`src/dso_map.svh`:
```
// Register offsets, function codes, reset values and timing for the status output block
`ifndef DSO_MAP_SVH
`define DSO_MAP_SVH

// Register byte offsets
`define DSO_REG_CODE0       8'h00
`define DSO_REG_CODE1       8'h04
`define DSO_REG_CODE2       8'h08
`define DSO_REG_CODE3       8'h0C
`define DSO_REG_CODE4       8'h10
`define DSO_REG_CTRL        8'h14
`define DSO_REG_STATUS      8'h18
`define DSO_REG_TERM        8'h1C

// Field positions
`define DSO_CTRL_HW_OC_EN   0
`define DSO_STAT_REJECT     0
`define DSO_STAT_FLAGS_LSB  1

// Function codes (positive logic); negative logic adds the offset
`define DSO_CODE_RUNNING    11'h000
`define DSO_CODE_UNDERVOLT  11'h003
`define DSO_CODE_TORQUE_POL 11'h004
`define DSO_CODE_LIMITING   11'h005
`define DSO_CODE_KEYPAD     11'h008
`define DSO_CODE_READY      11'h00A
`define DSO_CODE_NONEG_LO   11'h00B
`define DSO_CODE_NONEG_HI   11'h00D
`define DSO_CODE_CONTACTOR  11'h00F
`define DSO_CODE_LIMIT_DLY  11'h016
`define DSO_CODE_OUTPUT_ON  11'h023
`define DSO_CODE_ANY_ALARM  11'h063
`define DSO_CODE_CUSTOM_LO  11'h06F
`define DSO_CODE_CUSTOM_HI  11'h073
`define DSO_CODE_NEG_OFFSET 11'h3E8

// Reset code of each terminal and reset value of the control register
`define DSO_RST_CODE0       11'h000
`define DSO_RST_CODE1       11'h003
`define DSO_RST_CODE2       11'h005
`define DSO_RST_CODE3       11'h00A
`define DSO_RST_CODE4       11'h063
`define DSO_RST_CTRL        1'h0

// Timing
`define DSO_CLK_HZ          25000000
`define DSO_LIMIT_MIN_MS    100
`define DSO_LIMIT_DLY_MS    20

`endif

```
`src/dso_pkg.sv`:
```
// Types shared by the status output block
package dso_pkg;

   localparam int DSO_NUM_TERM = 5;

   typedef logic [10:0] dso_code_t;

   // Internal drive state sampled every control cycle
   typedef struct packed {
      logic       freq_above_start;
      logic       freq_below_stop;
      logic       dc_braking;
      logic       dew_prevention;
      logic       pre_exciting;
      logic       zero_speed_ctl;
      logic       servo_lock;
      logic       vector_mode;
      logic       dc_link_below_uv;
      logic       uv_trip;
      logic       torque_braking;
      logic       torque_limiting;
      logic       sw_current_limiting;
      logic       hw_oc_limiting;
      logic       anti_regen_decel;
      logic       keypad_run_source;
      logic       prep_done;
      logic       protective_active;
      logic       forward_run_command;
      logic       run_command;
      logic       stop_command;
      logic       motor_stopped;
      logic       coast_command;
      logic       any_alarm;
      logic [4:0] custom_logic;
   } dso_state_s;

   // Contactor control sequence
   typedef enum logic [2:0] {
      DSO_AX_OFF      = 3'b001,
      DSO_AX_ON       = 3'b010,
      DSO_AX_STOPPING = 3'b100
   } dso_ax_e;

endpackage : dso_pkg

```
`src/dso_top.sv`:
```
// Status output terminal logic of the motor drive
//
// Added by the designer: the address-and-strobe port and the placing of the registers.
`include "dso_map.svh"

// Function
// - Negative-logic code of each function equals its positive code plus 1000.
// - Negative-logic assignment of a function without a negative code is rejected.
// - Running and output-on assert above starting frequency, deassert below stop.
// - Negative-logic running or output-on terminal shows the stopped state.
// - Running output is off during DC braking and dew prevention.
// - Output-on stays on during braking, pre-excite, zero speed, dew prevention.
// - Vector control: zero-speed or servo-lock asserts running and output-on.
// - Undervoltage flag follows DC link below configured undervoltage level.
// - Undervoltage flag stays on while undervoltage trip holds the drive.
// - Run commands are ignored while the undervoltage flag is on.
// - Torque polarity output low when driving, high when braking.
// - Limiting flag on during any limiting, each pulse at least 100 ms.
// - Delayed limiting flag on after 20 ms of continuous limiting.
// - Limiting sources: torque, software current, enabled hardware overcurrent, anti-regen.
// - Keypad source flag on while keypad keys are the run source.
// - Ready flag on when preparation done and no protection active.
// - Contactor on at forward run, off after stop command and motor stopped.
// - Contactor off at once on coast-to-stop or any alarm.
// - Custom logic outputs one to five use codes 111 to 115.
module dso_top
   import dso_pkg::*;
#(
   parameter int LIMIT_MIN_CYC = `DSO_LIMIT_MIN_MS * (`DSO_CLK_HZ / 1000),
   parameter int LIMIT_DLY_CYC = `DSO_LIMIT_DLY_MS * (`DSO_CLK_HZ / 1000)
) (
   // Clock and reset
   input  wire logic                    CLK_I,
   input  wire logic                    RST_I,
   // Register port
   input  wire logic [7:0]              ADDR_I,
   input  wire logic [31:0]             WDATA_I,
   input  wire logic                    WR_I,
   input  wire logic                    RD_I,
   output logic      [31:0]             RDATA_O,
   // Drive state
   input  wire dso_state_s              STATE_I,
   // Run command gate towards the sequencer
   output logic                         RUN_CMD_ENABLE_O,
   // Digital output terminals
   output logic      [DSO_NUM_TERM-1:0] TERM_O
);

   localparam logic [21:0] LIMIT_MIN = LIMIT_MIN_CYC[21:0];
   localparam logic [21:0] LIMIT_DLY = LIMIT_DLY_CYC[21:0];

   // Internal flags, one per implemented function except the custom logic outputs
   typedef struct packed {
      logic running;
      logic output_on;
      logic undervoltage_flag;
      logic torque_polarity;
      logic output_limiting_flag;
      logic output_limiting_delayed_flag;
      logic keypad_run_source_flag;
      logic ready;
      logic supply_contactor_control;
      logic any_alarm_flag;
   } dso_flags_s;

   // Code decode: valid when the code names a function that may be assigned
   function automatic logic dso_code_ok(input dso_code_t code);
      dso_code_t base;
      logic      neg;
      logic      ok;
      neg  = (code >= `DSO_CODE_NEG_OFFSET);
      base = neg ? code - `DSO_CODE_NEG_OFFSET : code;
      case (base)
         `DSO_CODE_RUNNING, `DSO_CODE_UNDERVOLT, `DSO_CODE_TORQUE_POL,
         `DSO_CODE_LIMITING, `DSO_CODE_KEYPAD, `DSO_CODE_READY,
         `DSO_CODE_CONTACTOR, `DSO_CODE_LIMIT_DLY, `DSO_CODE_OUTPUT_ON,
         `DSO_CODE_ANY_ALARM: ok = 1'b1;
         default: begin
            ok = (base >= `DSO_CODE_CUSTOM_LO) && (base <= `DSO_CODE_CUSTOM_HI);
            // Functions with no active-off variant accept only positive logic
            if ((base >= `DSO_CODE_NONEG_LO) && (base <= `DSO_CODE_NONEG_HI)) begin
               ok = !neg;
            end
         end
      endcase
      return ok;
   endfunction : dso_code_ok

   // Terminal level for one stored code
   function automatic logic dso_select(input dso_code_t code, input dso_flags_s f,
                                       input logic [4:0] custom);
      dso_code_t base;
      logic      neg;
      logic      lvl;
      neg  = (code >= `DSO_CODE_NEG_OFFSET);
      base = neg ? code - `DSO_CODE_NEG_OFFSET : code;
      case (base)
         `DSO_CODE_RUNNING:    lvl = f.running;
         `DSO_CODE_OUTPUT_ON:  lvl = f.output_on;
         `DSO_CODE_UNDERVOLT:  lvl = f.undervoltage_flag;
         `DSO_CODE_TORQUE_POL: lvl = f.torque_polarity;
         `DSO_CODE_LIMITING:   lvl = f.output_limiting_flag;
         `DSO_CODE_LIMIT_DLY:  lvl = f.output_limiting_delayed_flag;
         `DSO_CODE_KEYPAD:     lvl = f.keypad_run_source_flag;
         `DSO_CODE_READY:      lvl = f.ready;
         `DSO_CODE_CONTACTOR:  lvl = f.supply_contactor_control;
         `DSO_CODE_ANY_ALARM:  lvl = f.any_alarm_flag;
         default: begin
            lvl = 1'b0;
            if ((base >= `DSO_CODE_CUSTOM_LO) && (base <= `DSO_CODE_CUSTOM_HI)) begin
               lvl = custom[3'(base - `DSO_CODE_CUSTOM_LO)];
            end
         end
      endcase
      // Negative logic inverts, so running shows the stopped state
      return lvl ^ neg;
   endfunction : dso_select

   // Configuration and status state
   dso_code_t        code      [DSO_NUM_TERM];
   dso_code_t        next_code [DSO_NUM_TERM];
   logic             hw_oc_en;
   logic             next_hw_oc_en;
   logic             reject;
   logic             next_reject;
   logic [31:0]      next_rdata;

   // Drive condition state
   logic             run_state;
   logic             next_run_state;
   logic [21:0]      hold_cnt;
   logic [21:0]      next_hold_cnt;
   logic [21:0]      dly_cnt;
   logic [21:0]      next_dly_cnt;
   dso_ax_e          ax_state;
   dso_ax_e          next_ax_state;
   dso_flags_s       flags;
   dso_flags_s       next_flags;
   logic [DSO_NUM_TERM-1:0] next_term;
   logic             next_run_enable;
   logic             limit_any;
   logic             vec_hold;

   // Register writes; a refused code leaves the old one in place
   always_comb begin
      dso_code_t wcode;
      wcode         = WDATA_I[10:0];
      next_hw_oc_en = hw_oc_en;
      next_reject   = reject;
      for (int i = 0; i < DSO_NUM_TERM; i++) begin
         next_code[i] = code[i];
      end
      if (WR_I) begin
         if (ADDR_I == `DSO_REG_CTRL) begin
            next_hw_oc_en = WDATA_I[`DSO_CTRL_HW_OC_EN];
         end else if (ADDR_I == `DSO_REG_STATUS && WDATA_I[`DSO_STAT_REJECT]) begin
            next_reject = 1'b0; // Write one to clear
         end
         for (int i = 0; i < DSO_NUM_TERM; i++) begin
            if (ADDR_I == 8'(4 * i)) begin
               if (dso_code_ok(wcode) && WDATA_I[31:11] == 21'h00_0000) begin
                  next_code[i] = wcode;
               end else begin
                  next_reject = 1'b1;
               end
            end
         end
      end
   end

   // Read data stands in the cycle after the strobe only
   always_comb begin
      next_rdata = 32'h0000_0000;
      if (RD_I) begin
         case (ADDR_I)
            `DSO_REG_CODE0:  next_rdata = {21'h00_0000, code[0]};
            `DSO_REG_CODE1:  next_rdata = {21'h00_0000, code[1]};
            `DSO_REG_CODE2:  next_rdata = {21'h00_0000, code[2]};
            `DSO_REG_CODE3:  next_rdata = {21'h00_0000, code[3]};
            `DSO_REG_CODE4:  next_rdata = {21'h00_0000, code[4]};
            `DSO_REG_CTRL:   next_rdata = {31'h0000_0000, hw_oc_en};
            `DSO_REG_STATUS: next_rdata = {21'h00_0000, flags, reject};
            `DSO_REG_TERM:   next_rdata = {27'h000_0000, TERM_O};
            default:         next_rdata = 32'h0000_0000;
         endcase
      end
   end

   always_ff @(posedge CLK_I or posedge RST_I) begin
      if (RST_I) begin
         code[0]  <= `DSO_RST_CODE0;
         code[1]  <= `DSO_RST_CODE1;
         code[2]  <= `DSO_RST_CODE2;
         code[3]  <= `DSO_RST_CODE3;
         code[4]  <= `DSO_RST_CODE4;
         hw_oc_en <= `DSO_RST_CTRL;
         reject   <= 1'b0;
         RDATA_O  <= 32'h0000_0000;
      end else begin
         code     <= next_code;
         hw_oc_en <= next_hw_oc_en;
         reject   <= next_reject;
         RDATA_O  <= next_rdata;
      end
   end

   // Running hysteresis and limiting timers
   always_comb begin
      // Hardware overcurrent counts only when software enabled it
      limit_any = STATE_I.torque_limiting | STATE_I.sw_current_limiting |
                  (STATE_I.hw_oc_limiting & hw_oc_en) | STATE_I.anti_regen_decel;
      next_run_state = run_state;
      if (STATE_I.freq_above_start) begin
         next_run_state = 1'b1;
      end else if (STATE_I.freq_below_stop) begin
         next_run_state = 1'b0;
      end
      // Reload keeps every pulse at least the minimum width
      if (limit_any) begin
         next_hold_cnt = LIMIT_MIN;
      end else if (hold_cnt != 22'h00_0000) begin
         next_hold_cnt = hold_cnt - 22'h00_0001;
      end else begin
         next_hold_cnt = hold_cnt;
      end
      // Any gap restarts the continuity count
      if (!limit_any) begin
         next_dly_cnt = 22'h00_0000;
      end else if (dly_cnt < LIMIT_DLY) begin
         next_dly_cnt = dly_cnt + 22'h00_0001;
      end else begin
         next_dly_cnt = dly_cnt;
      end
   end

   always_ff @(posedge CLK_I or posedge RST_I) begin
      if (RST_I) begin
         run_state <= 1'b0;
         hold_cnt  <= 22'h00_0000;
         dly_cnt   <= 22'h00_0000;
      end else begin
         run_state <= next_run_state;
         hold_cnt  <= next_hold_cnt;
         dly_cnt   <= next_dly_cnt;
      end
   end

   // Supply contactor sequence; alarm and coast override any pending stop
   always_comb begin
      next_ax_state = ax_state;
      case (ax_state)
         DSO_AX_OFF: begin
            // Undervoltage taken from the sampled state so a run in that cycle is refused
            if (STATE_I.forward_run_command &&
                !(STATE_I.dc_link_below_uv | STATE_I.uv_trip) &&
                !STATE_I.any_alarm && !STATE_I.coast_command) begin
               next_ax_state = DSO_AX_ON;
            end
         end
         DSO_AX_ON: begin
            if (STATE_I.stop_command) begin
               next_ax_state = DSO_AX_STOPPING;
            end
         end
         DSO_AX_STOPPING: begin
            if (STATE_I.motor_stopped) begin
               next_ax_state = DSO_AX_OFF;
            end else if (STATE_I.forward_run_command &&
                         !(STATE_I.dc_link_below_uv | STATE_I.uv_trip)) begin
               next_ax_state = DSO_AX_ON;
            end
         end
         default: next_ax_state = DSO_AX_OFF;
      endcase
      if (STATE_I.coast_command || STATE_I.any_alarm) begin
         next_ax_state = DSO_AX_OFF;
      end
   end

   always_ff @(posedge CLK_I or posedge RST_I) begin
      if (RST_I) begin
         ax_state <= DSO_AX_OFF;
      end else begin
         ax_state <= next_ax_state;
      end
   end

   // Function flags
   always_comb begin
      vec_hold = STATE_I.vector_mode & (STATE_I.zero_speed_ctl | STATE_I.servo_lock);
      next_flags.running = (next_run_state & ~STATE_I.dc_braking &
                            ~STATE_I.dew_prevention) | vec_hold;
      next_flags.output_on = next_run_state | STATE_I.dc_braking | STATE_I.pre_exciting |
                             STATE_I.zero_speed_ctl | STATE_I.dew_prevention |
                             vec_hold;
      next_flags.undervoltage_flag = STATE_I.dc_link_below_uv | STATE_I.uv_trip;
      next_flags.torque_polarity = STATE_I.torque_braking;
      next_flags.output_limiting_flag = limit_any | (next_hold_cnt != 22'h00_0000);
      next_flags.output_limiting_delayed_flag = (next_dly_cnt >= LIMIT_DLY);
      next_flags.keypad_run_source_flag = STATE_I.keypad_run_source;
      next_flags.ready = STATE_I.prep_done & ~STATE_I.protective_active;
      next_flags.supply_contactor_control = (next_ax_state != DSO_AX_OFF);
      next_flags.any_alarm_flag = STATE_I.any_alarm;
      // Run commands pass only while undervoltage is clear
      next_run_enable = ~next_flags.undervoltage_flag;
      for (int i = 0; i < DSO_NUM_TERM; i++) begin
         next_term[i] = dso_select(code[i], next_flags, STATE_I.custom_logic);
      end
   end

   // Terminals refresh every control cycle from the next flags, in step with flags
   always_ff @(posedge CLK_I or posedge RST_I) begin
      if (RST_I) begin
         flags            <= '0;
         TERM_O           <= '0;
         RUN_CMD_ENABLE_O <= 1'b0;
      end else begin
         flags            <= next_flags;
         TERM_O           <= next_term;
         RUN_CMD_ENABLE_O <= next_run_enable;
      end
   end

endmodule : dso_top

```
`config.mk`:
```
export PLATFORM = sky130hd
export DESIGN_NAME = dso_top
export DESIGN_NICKNAME = d
export VERILOG_FILES = /design/src/dso_pkg.sv /design/src/dso_top.sv
export VERILOG_INCLUDE_DIRS = /design/src /design/src/src
export SDC_FILE = /design/constraint.sdc
export NUM_CORES = 1
export LEC_CHECK = 0
export ABC_AREA = 1
export BUFFER_PORTS_ARGS = -buffer_cell sky130_fd_sc_hd__buf_2
export CAP_MARGIN = 40
export CORE_ASPECT_RATIO = 0.5
export CORE_MARGIN = 3
export CORE_UTILIZATION = 50
export CTS_CLUSTER_SIZE = 28
export DETAILED_ROUTE_END_ITERATION = 6
export HOLD_SLACK_MARGIN = 0.05
export PLACE_DENSITY_LB_ADDON = 0.12
export SETUP_SLACK_MARGIN = 0.02
export SKIP_LAST_GASP = 1
export SLEW_MARGIN = 20
export SYNTH_ARGS = -nofsm -noshare
export SYNTH_HDL_FRONTEND = slang
export SYNTH_SLANG_ARGS = --single-unit
```
`constraint.sdc`:
```
create_clock -name CLK_I -period 5.1 [get_ports CLK_I]
set_input_delay 1.02 -clock CLK_I [delete_from_list [all_inputs] [get_ports CLK_I]]
set_output_delay 1.02 -clock CLK_I [all_outputs]
set_load 0.01 [all_outputs]
```
After elaboration in Yosys (flattened, before gate mapping)
Cells that the tools add are included.
Widths: inputs -> output; s select.
- register bits: 153
- word-level logic and storage cells: 258
- reductions and logical operators: 38
- order comparisons: 27
- equality and inequality tests: 65
- $add $sub $neg: 13
- bitwise logic cells: 26
- multiplexer cells: 65
- operators with widths (operator ; number):
    $eq 11x4->1 const B ; 18
    $eq 11x3->1 const B ; 12
    $mux 22 ; 4
    $pmux 11 s8 ; 1
    $mux 11 ; 7
    $eq 11x2->1 const B ; 6
    $eq 11x5->1 const B ; 6
    $eq 11x6->1 const B ; 6
    $eq 11x7->1 const B ; 6
    $ge 11x10->1 const B ; 6
    $ge 11x7->1 const B ; 6
    $le 11x7->1 const B ; 6
    $logic_not 11->1 ; 6
    $sub 11x10->11 const B ; 6
    $pmux 1 s10 ; 5
    $reduce_bool 22->1 ; 2
    $mux 1 ; 37
    $eq 8x5->1 const B ; 4
    $add 22x1->22 const B ; 1
    $ge 22x19->1 const B ; 1
    $lt 22x19->1 const B ; 1
    $sub 22x1->22 const B ; 1
    $logic_not 21->1 ; 1
    $lt 3x4->1 const B ; 5
    23 further kinds ; 80

Logic depth before layout (Yosys ltp)
- word-level depth: 20
- depth in mapped cells: 24
- mapped depth without buffers: 23

Worst setup path before layout
OpenSTA, ideal clock, no wires.
- kind: in2reg
- start: input WDATA_I[4]
- end: register code[44] in the netlist's numbering
- library setup time: 0.117 ns
- data required time: 4.983 ns
- cell stages on the path: 18
- data arrival time: 2.900 ns
- slack: 2.083 ns
- cells stage by stage: inv_1 -> ha_1 -> nor2_1 -> a21oi_2 -> nand2_1 -> buf_4 -> o21ai_1 -> nand2_1 -> nor2_1 -> nand2_1 -> nor2_1 -> nand3b_1 -> nand3_2 -> and2_1 -> nand2_1 -> buf_4 -> nand2_1 -> nand2_1
- longest elaborated chain between the ends: 10
- RTL lines (what ; RTL line ; RTL):
    start, declared ; dso_top.sv:37 ; input wire logic [31:0] WDATA_I,
    $sub 11x10->11 (no source line) or $ge 11x10->1 (tied branches) ; - ;
    $mux 11 ; dso_top.sv:72 ; base = neg ? code - `DSO_CODE_NEG_OFFSET : code;
    $ge 11x7->1 (no source line), or another cell as far along ; - ;
    $logic_and 1x1->1, on equally long branches ; dso_top.sv:79, dso_top.sv:81 ;
    $mux 1 ; dso_top.sv:81 ; if ((base >= `DSO_CODE_NONEG_LO) && (base <= `DSO_CODE_NONEG_HI)) begin
    $mux 1 * ; dso_top.sv:73 ; case (base)
    $mux 1 * ; dso_top.sv:160 ; if (ADDR_I == 8'(4 * i)) begin
    $mux 1 * ; dso_top.sv:153 ; if (WR_I) begin
    $logic_and 1x1->1 * ; dso_top.sv:161 ; if (dso_code_ok(wcode) && WDATA_I[31:11] == 21'h00_0000) begin
    $reduce_and 3->1 (no source line) * ; - ;
    end signal, assigned ; dso_top.sv:200 ; code <= next_code;
    end, declared ; dso_top.sv:120 ; dso_code_t code [DSO_NUM_TERM];
Every way passes the cells marked *; elsewhere a longest branch is shown, timed or not. The select of a mux whose other input is x is not followed.
A chain may end at the register's enable or synchronous reset.

Worst setup path after layout
- start: register hold_cnt[0]
- end: register TERM_O[3]
- longest elaborated chain between the ends: 7
- RTL lines (what ; RTL line ; RTL):
    start, declared ; dso_top.sv:131 ; logic [21:0] hold_cnt;
    start signal, assigned ; dso_top.sv:243 ; hold_cnt <= next_hold_cnt;
    $sub 22x1->22 or $reduce_bool 22->1 (tied branches) ; dso_top.sv:222, dso_top.sv:221 ;
    $mux 22 * ; dso_top.sv:221 ; end else if (hold_cnt != 22'h00_0000) begin
    $mux 22 * ; dso_top.sv:219 ; if (limit_any) begin
    $reduce_bool 22->1 * ; dso_top.sv:298 ; next_flags.output_limiting_flag = limit_any | (next_hold_cnt != 22'h00_0000);
    $or 1x1->1 * ; dso_top.sv:298 ;
    $pmux 1 s10 * ; dso_top.sv:97 ; case (base)
    $xor 1x1->1 * ; dso_top.sv:116 ; return lvl ^ neg;
    via next_term[3] ; dso_top.sv:139 ; logic [DSO_NUM_TERM-1:0] next_term;
    end signal, assigned ; dso_top.sv:319 ; TERM_O <= next_term;
    end, declared ; dso_top.sv:46 ; output logic [DSO_NUM_TERM-1:0] TERM_O
Mark *: on every way through the listed nets, which the timed path passes. The rest lies on a longest branch.

==> results.md <==
Status:
- The flow ran to the end, and the final reports show no timing, DRC or antenna violations.

GRT:
- Entering global routing, the biggest net connects 80 pins.
- The total congestion overflow after global routing is 0.
- The met2 usage is 44.01%.
- met2 is the most crowded layer.
- The met1 usage is 39.79%.
- The number of global-route vias before repair is 11,053.
- The initial antenna violation count is 0.
- In the global route stage, met3 resource usage came out at 8.508%.
- Global routing consumed, over all layers together, 29.09% of the routing resources.
- The first-pass GRT wire length is 56.19 mm.

Routing:
- The total via count in the routed design is between 10,000 and 15,000.
- After detailed routing, the average wire length per cell comes to 16.05 um.
- The antenna violation net count after detailed routing is 0.
- The final routed wirelength across all metal layers is 35.08 mm.
- Using the TritonRoute via totals, the vias-per-cell ratio works out to 5.566.
- In the routed design, unresolved DRC markers number 0.
- The first-pass iteration count of the detailed router is 6.
- In this run, the number of DRC markers left after iteration 0 of detailed routing was 1,385.

Power:
- The total power divided by cell area is approximately 210 nW/um^2.
- The worst ir drop on vdd is 0.0002197 V.
- The design draws 2.566 mW.
- For this design the static power due to leakage is roughly 6.3 nW.

Worst setup path:
- The source of the worst register-to-register timing path is hold_cnt[0].
- The maximum fanout along the worst path is 25.
- The sort of element at the end of the critical path is a flop.
- The startpoint type of the worst setup path is a flop.
- For the worst setup path, the data required time is 5420 ps.
- STA puts the critical path data arrival time at about 4100 ps.
- Tracing the worst setup path back leads to its startpoint at hold_cnt[0].
- The setup path with the least slack is of type flop to flop.

Cells and area:
- The number of nets at the end of the flow is 1,981.
- The layout has 2,099 filler cells.
- The post-route core utilization is 58.36%.
- The multi-input combinational cells in the finished layout cover a total of around 6600 um^2.
- Excluding fillers, the count of instances in the completed layout stands at 2,185.
- The total non-filler cell area in the finished layout is 12,350 um^2.
- The share of final-layout standard cells stronger than drive strength 1 is under 10%.
- The sequential cells in the finished layout cover a total of 3317 um^2.
- The number of antenna diodes in the final layout is 0.
- The area added between synthesis and finish is 11.06%.

Placement:
- In this run the tool buffered the top-level ports with 88 buffer cells.
- The placed instances occupy a cell area of 11,790 um^2.
- The congestion estimate from routability-driven global placement came to 1.007.
- The cell count after placement is 2,153.
- The worst setup timing slack at the placement stage is 1007 ps.
- The detailed placement HPWL is 26.96 mm.

Yosys:
- The predominant post-synthesis flop cell is sky130_fd_sc_hd__dfrtp_1.
- The synthesized area per cell is ~6 um^2.
- The synthesized design contains 0 enable-type register cells.
- By area the synthesized netlist is led by sky130_fd_sc_hd__dfrtp_1 (27%), sky130_fd_sc_hd__nand2_1 (18%), sky130_fd_sc_hd__nand3_1 (8.4%).
- The biggest area consumer among synthesized cells is sky130_fd_sc_hd__dfrtp_1.
- Summed over its instances, the top area cell type makes up between 20% and 30% of the synthesized netlist area.
- Among all cell types in the netlist, the one instantiated most often is sky130_fd_sc_hd__nand2_1.
- Yosys printed 0 warnings.
- By count the netlist is led by sky130_fd_sc_hd__nand2_1 (544), sky130_fd_sc_hd__nor2_1 (241), sky130_fd_sc_hd__inv_1 (238).
- The post-synthesis cell count is 1,798.
- The combined area of all synthesized cells is 11,120 um^2.
- In the synthesized netlist the async set-or-reset flop fraction comes to 100.0%.
- The register bit total from synthesis is 132.
- The post-synthesis sequential area ratio is 29.84%.
- Synthesis instantiated 54 different standard cells from the library.

Clocking:
- The clock transition at the registers of the reported paths is 60 ps.
- The clock tree synthesis step divided the H-tree into 4 levels.
- The number of clock sinks is 132.
- TritonCTS built the clock tree.
- The longest clock path from root to sink contains 2 buffers.
- The count of hold-fix buffers inserted at cts is 0.
- The number of setup buffers added after CTS is 0.
- Once the clock tree was built, the resizer swapped 0 gates to a different size.
- The number of CTS-inserted buffers is 17.
- CTS placed an instance of sky130_fd_sc_hd__clkbuf_16 at the clock tree root.
- The clock reaches the later pin of the worst-skew pair after 440 ps.

Die:
- For this configuration, the core starts out at a cell density of a little over half.
- The die covers between 20,000 and 25,000 um^2.
- The area of the placeable core is around 21,000 um^2.
- Row generation in the floorplan step produced 37 rows.
- The die is 216.9 um wide.
- In this run the vertical extent of the chip is 111.4 um.
- The number of primary I/O pins is 111.

STA:
- The measured slew at the worst slew-check pin is 779.5 ps.
- The ratio of final minimum period to clock period is around three quarters.
- The setup slack of the critical path after layout is 1303 ps.
- The worst slew margin relative to its limit is 46.69%.
- The count of pins over their slew limit was 0.
- Based on the critical path, the design can be clocked at up to 0.2634 GHz.
- The routed design could run at a clock period as short as 3797 ps.
- Setup violations remaining at the end of the flow were counted as 0.
- On the final layout, the worst clock skew is 12.79 ps.
- The final hold violation count is 0.
- The summed negative setup slack over all endpoints is 0 ps.
- Hold timing on the final database bottoms out at a slack of 485.6 ps.
- Setup repair after global routing left no endpoint under its margin.

Run:
- Max-cap violations in this run came to 0.

Min path:
- In this run the worst hold path is classified as flop to flop.
- The beginning of the worst hold path is dly_cnt[20].
## flip-flops by register name, summed over array words and instances (netlist names)
signal and count:
dly_cnt 22, RUN_CMD_ENABLE_O 1, hw_oc_en 1, ax_state 3
flags 10, hold_cnt 22, RDATA_O 11, run_state 1
reject 1, TERM_O 5, code 55
## power breakdown
part	switching, mW	leakage [nW]	total, mW	internal (mW)
sequential	0.0358	1.71	1.11	1.08
clock	0.537	0.272	1.19	0.648
combinational	0.179	4.36	0.267	0.0883
total	0.752	6.35	2.57	1.81
## placed cells by master, fill, tap and decap left out, types with 13 or more instances in the layout
master / n
sky130_fd_sc_hd__nand2_1: 544
sky130_fd_sc_hd__nand4_1: 60
sky130_fd_sc_hd__inv_1: 237
sky130_fd_sc_hd__buf_2: 88
sky130_fd_sc_hd__ha_1: 28
sky130_fd_sc_hd__nand3_1: 186
sky130_fd_sc_hd__nor2_1: 241
sky130_fd_sc_hd__nor3_1: 29
sky130_fd_sc_hd__xor2_1: 31
sky130_fd_sc_hd__o22ai_1: 16
sky130_fd_sc_hd__dfrtp_1: 121
sky130_fd_sc_hd__buf_4: 13
sky130_fd_sc_hd__clkbuf_16: 17
sky130_fd_sc_hd__conb_1: 21
sky130_fd_sc_hd__o21ai_1: 49
sky130_fd_sc_hd__o21ai_0: 41
sky130_fd_sc_hd__nand3b_1: 13
sky130_fd_sc_hd__a21oi_1: 33
## logic make-up after synthesis
kind of cell	share of synthesized area, %
xor gates and xnor gates	2.679
adders and majority gates	3.151
other	0.03373
AOI/OAI and AO/OA	10.34
and+or+nand+nor	42.61
DFF	29.84
buffers and inverters	11.35
## path summary, 6_finish.rpt
path / endpoint / slack (ps) / cells after the start
worst max-delay path: TERM_O[3] / 1300 / 17
worst min-delay path: dly_cnt[20] / 490 / 2
worst max register to register: TERM_O[3] / 1300 / 17
worst min register to register: dly_cnt[20] / 490 / 2
max in group asynchronous: code[34] / 3420 / 4
min in group asynchronous: hold_cnt[11] / 530 / 2
## per-layer routing
metal  part of all wire, %  vias up
met3                   9.7       88
li1                      -     5974
met2                    43      523
met5                     0        -
met1                    44     5577
met4                   3.2        0
## critical path, cell delays in order, from the launching register on
cell and delay [ps]:
sky130_fd_sc_hd__dfrtp_1 380, sky130_fd_sc_hd__clkinv_1 170, sky130_fd_sc_hd__ha_1 380, sky130_fd_sc_hd__nand2_1 220
sky130_fd_sc_hd__nor2_2 340, sky130_fd_sc_hd__nand3_2 490, sky130_fd_sc_hd__nand2_1 240, sky130_fd_sc_hd__nand3_1 140
sky130_fd_sc_hd__inv_1 100, sky130_fd_sc_hd__nand2_1 50, sky130_fd_sc_hd__nor2_1 90, sky130_fd_sc_hd__nand3_1 160
sky130_fd_sc_hd__nor2_1 400, sky130_fd_sc_hd__nor2_1 80, sky130_fd_sc_hd__nor2_1 110, sky130_fd_sc_hd__nand4_1 140
sky130_fd_sc_hd__nand3_1 110, sky130_fd_sc_hd__nand2_1 70
## area by class of cell
cell class / count / share of cell area (%)
Inverter: 245 / 7.489
Clock buffer: 18 / 3.557
Clock inverter: 14 / 0.9830
Sequential cell: 132 / 26.86
Multi-Input combinational cell: 1382 / 53.57
Tap cell: 292 / 2.959
Timing Repair Buffer: 102 / 4.580
(Power assumes the default switching activity.)
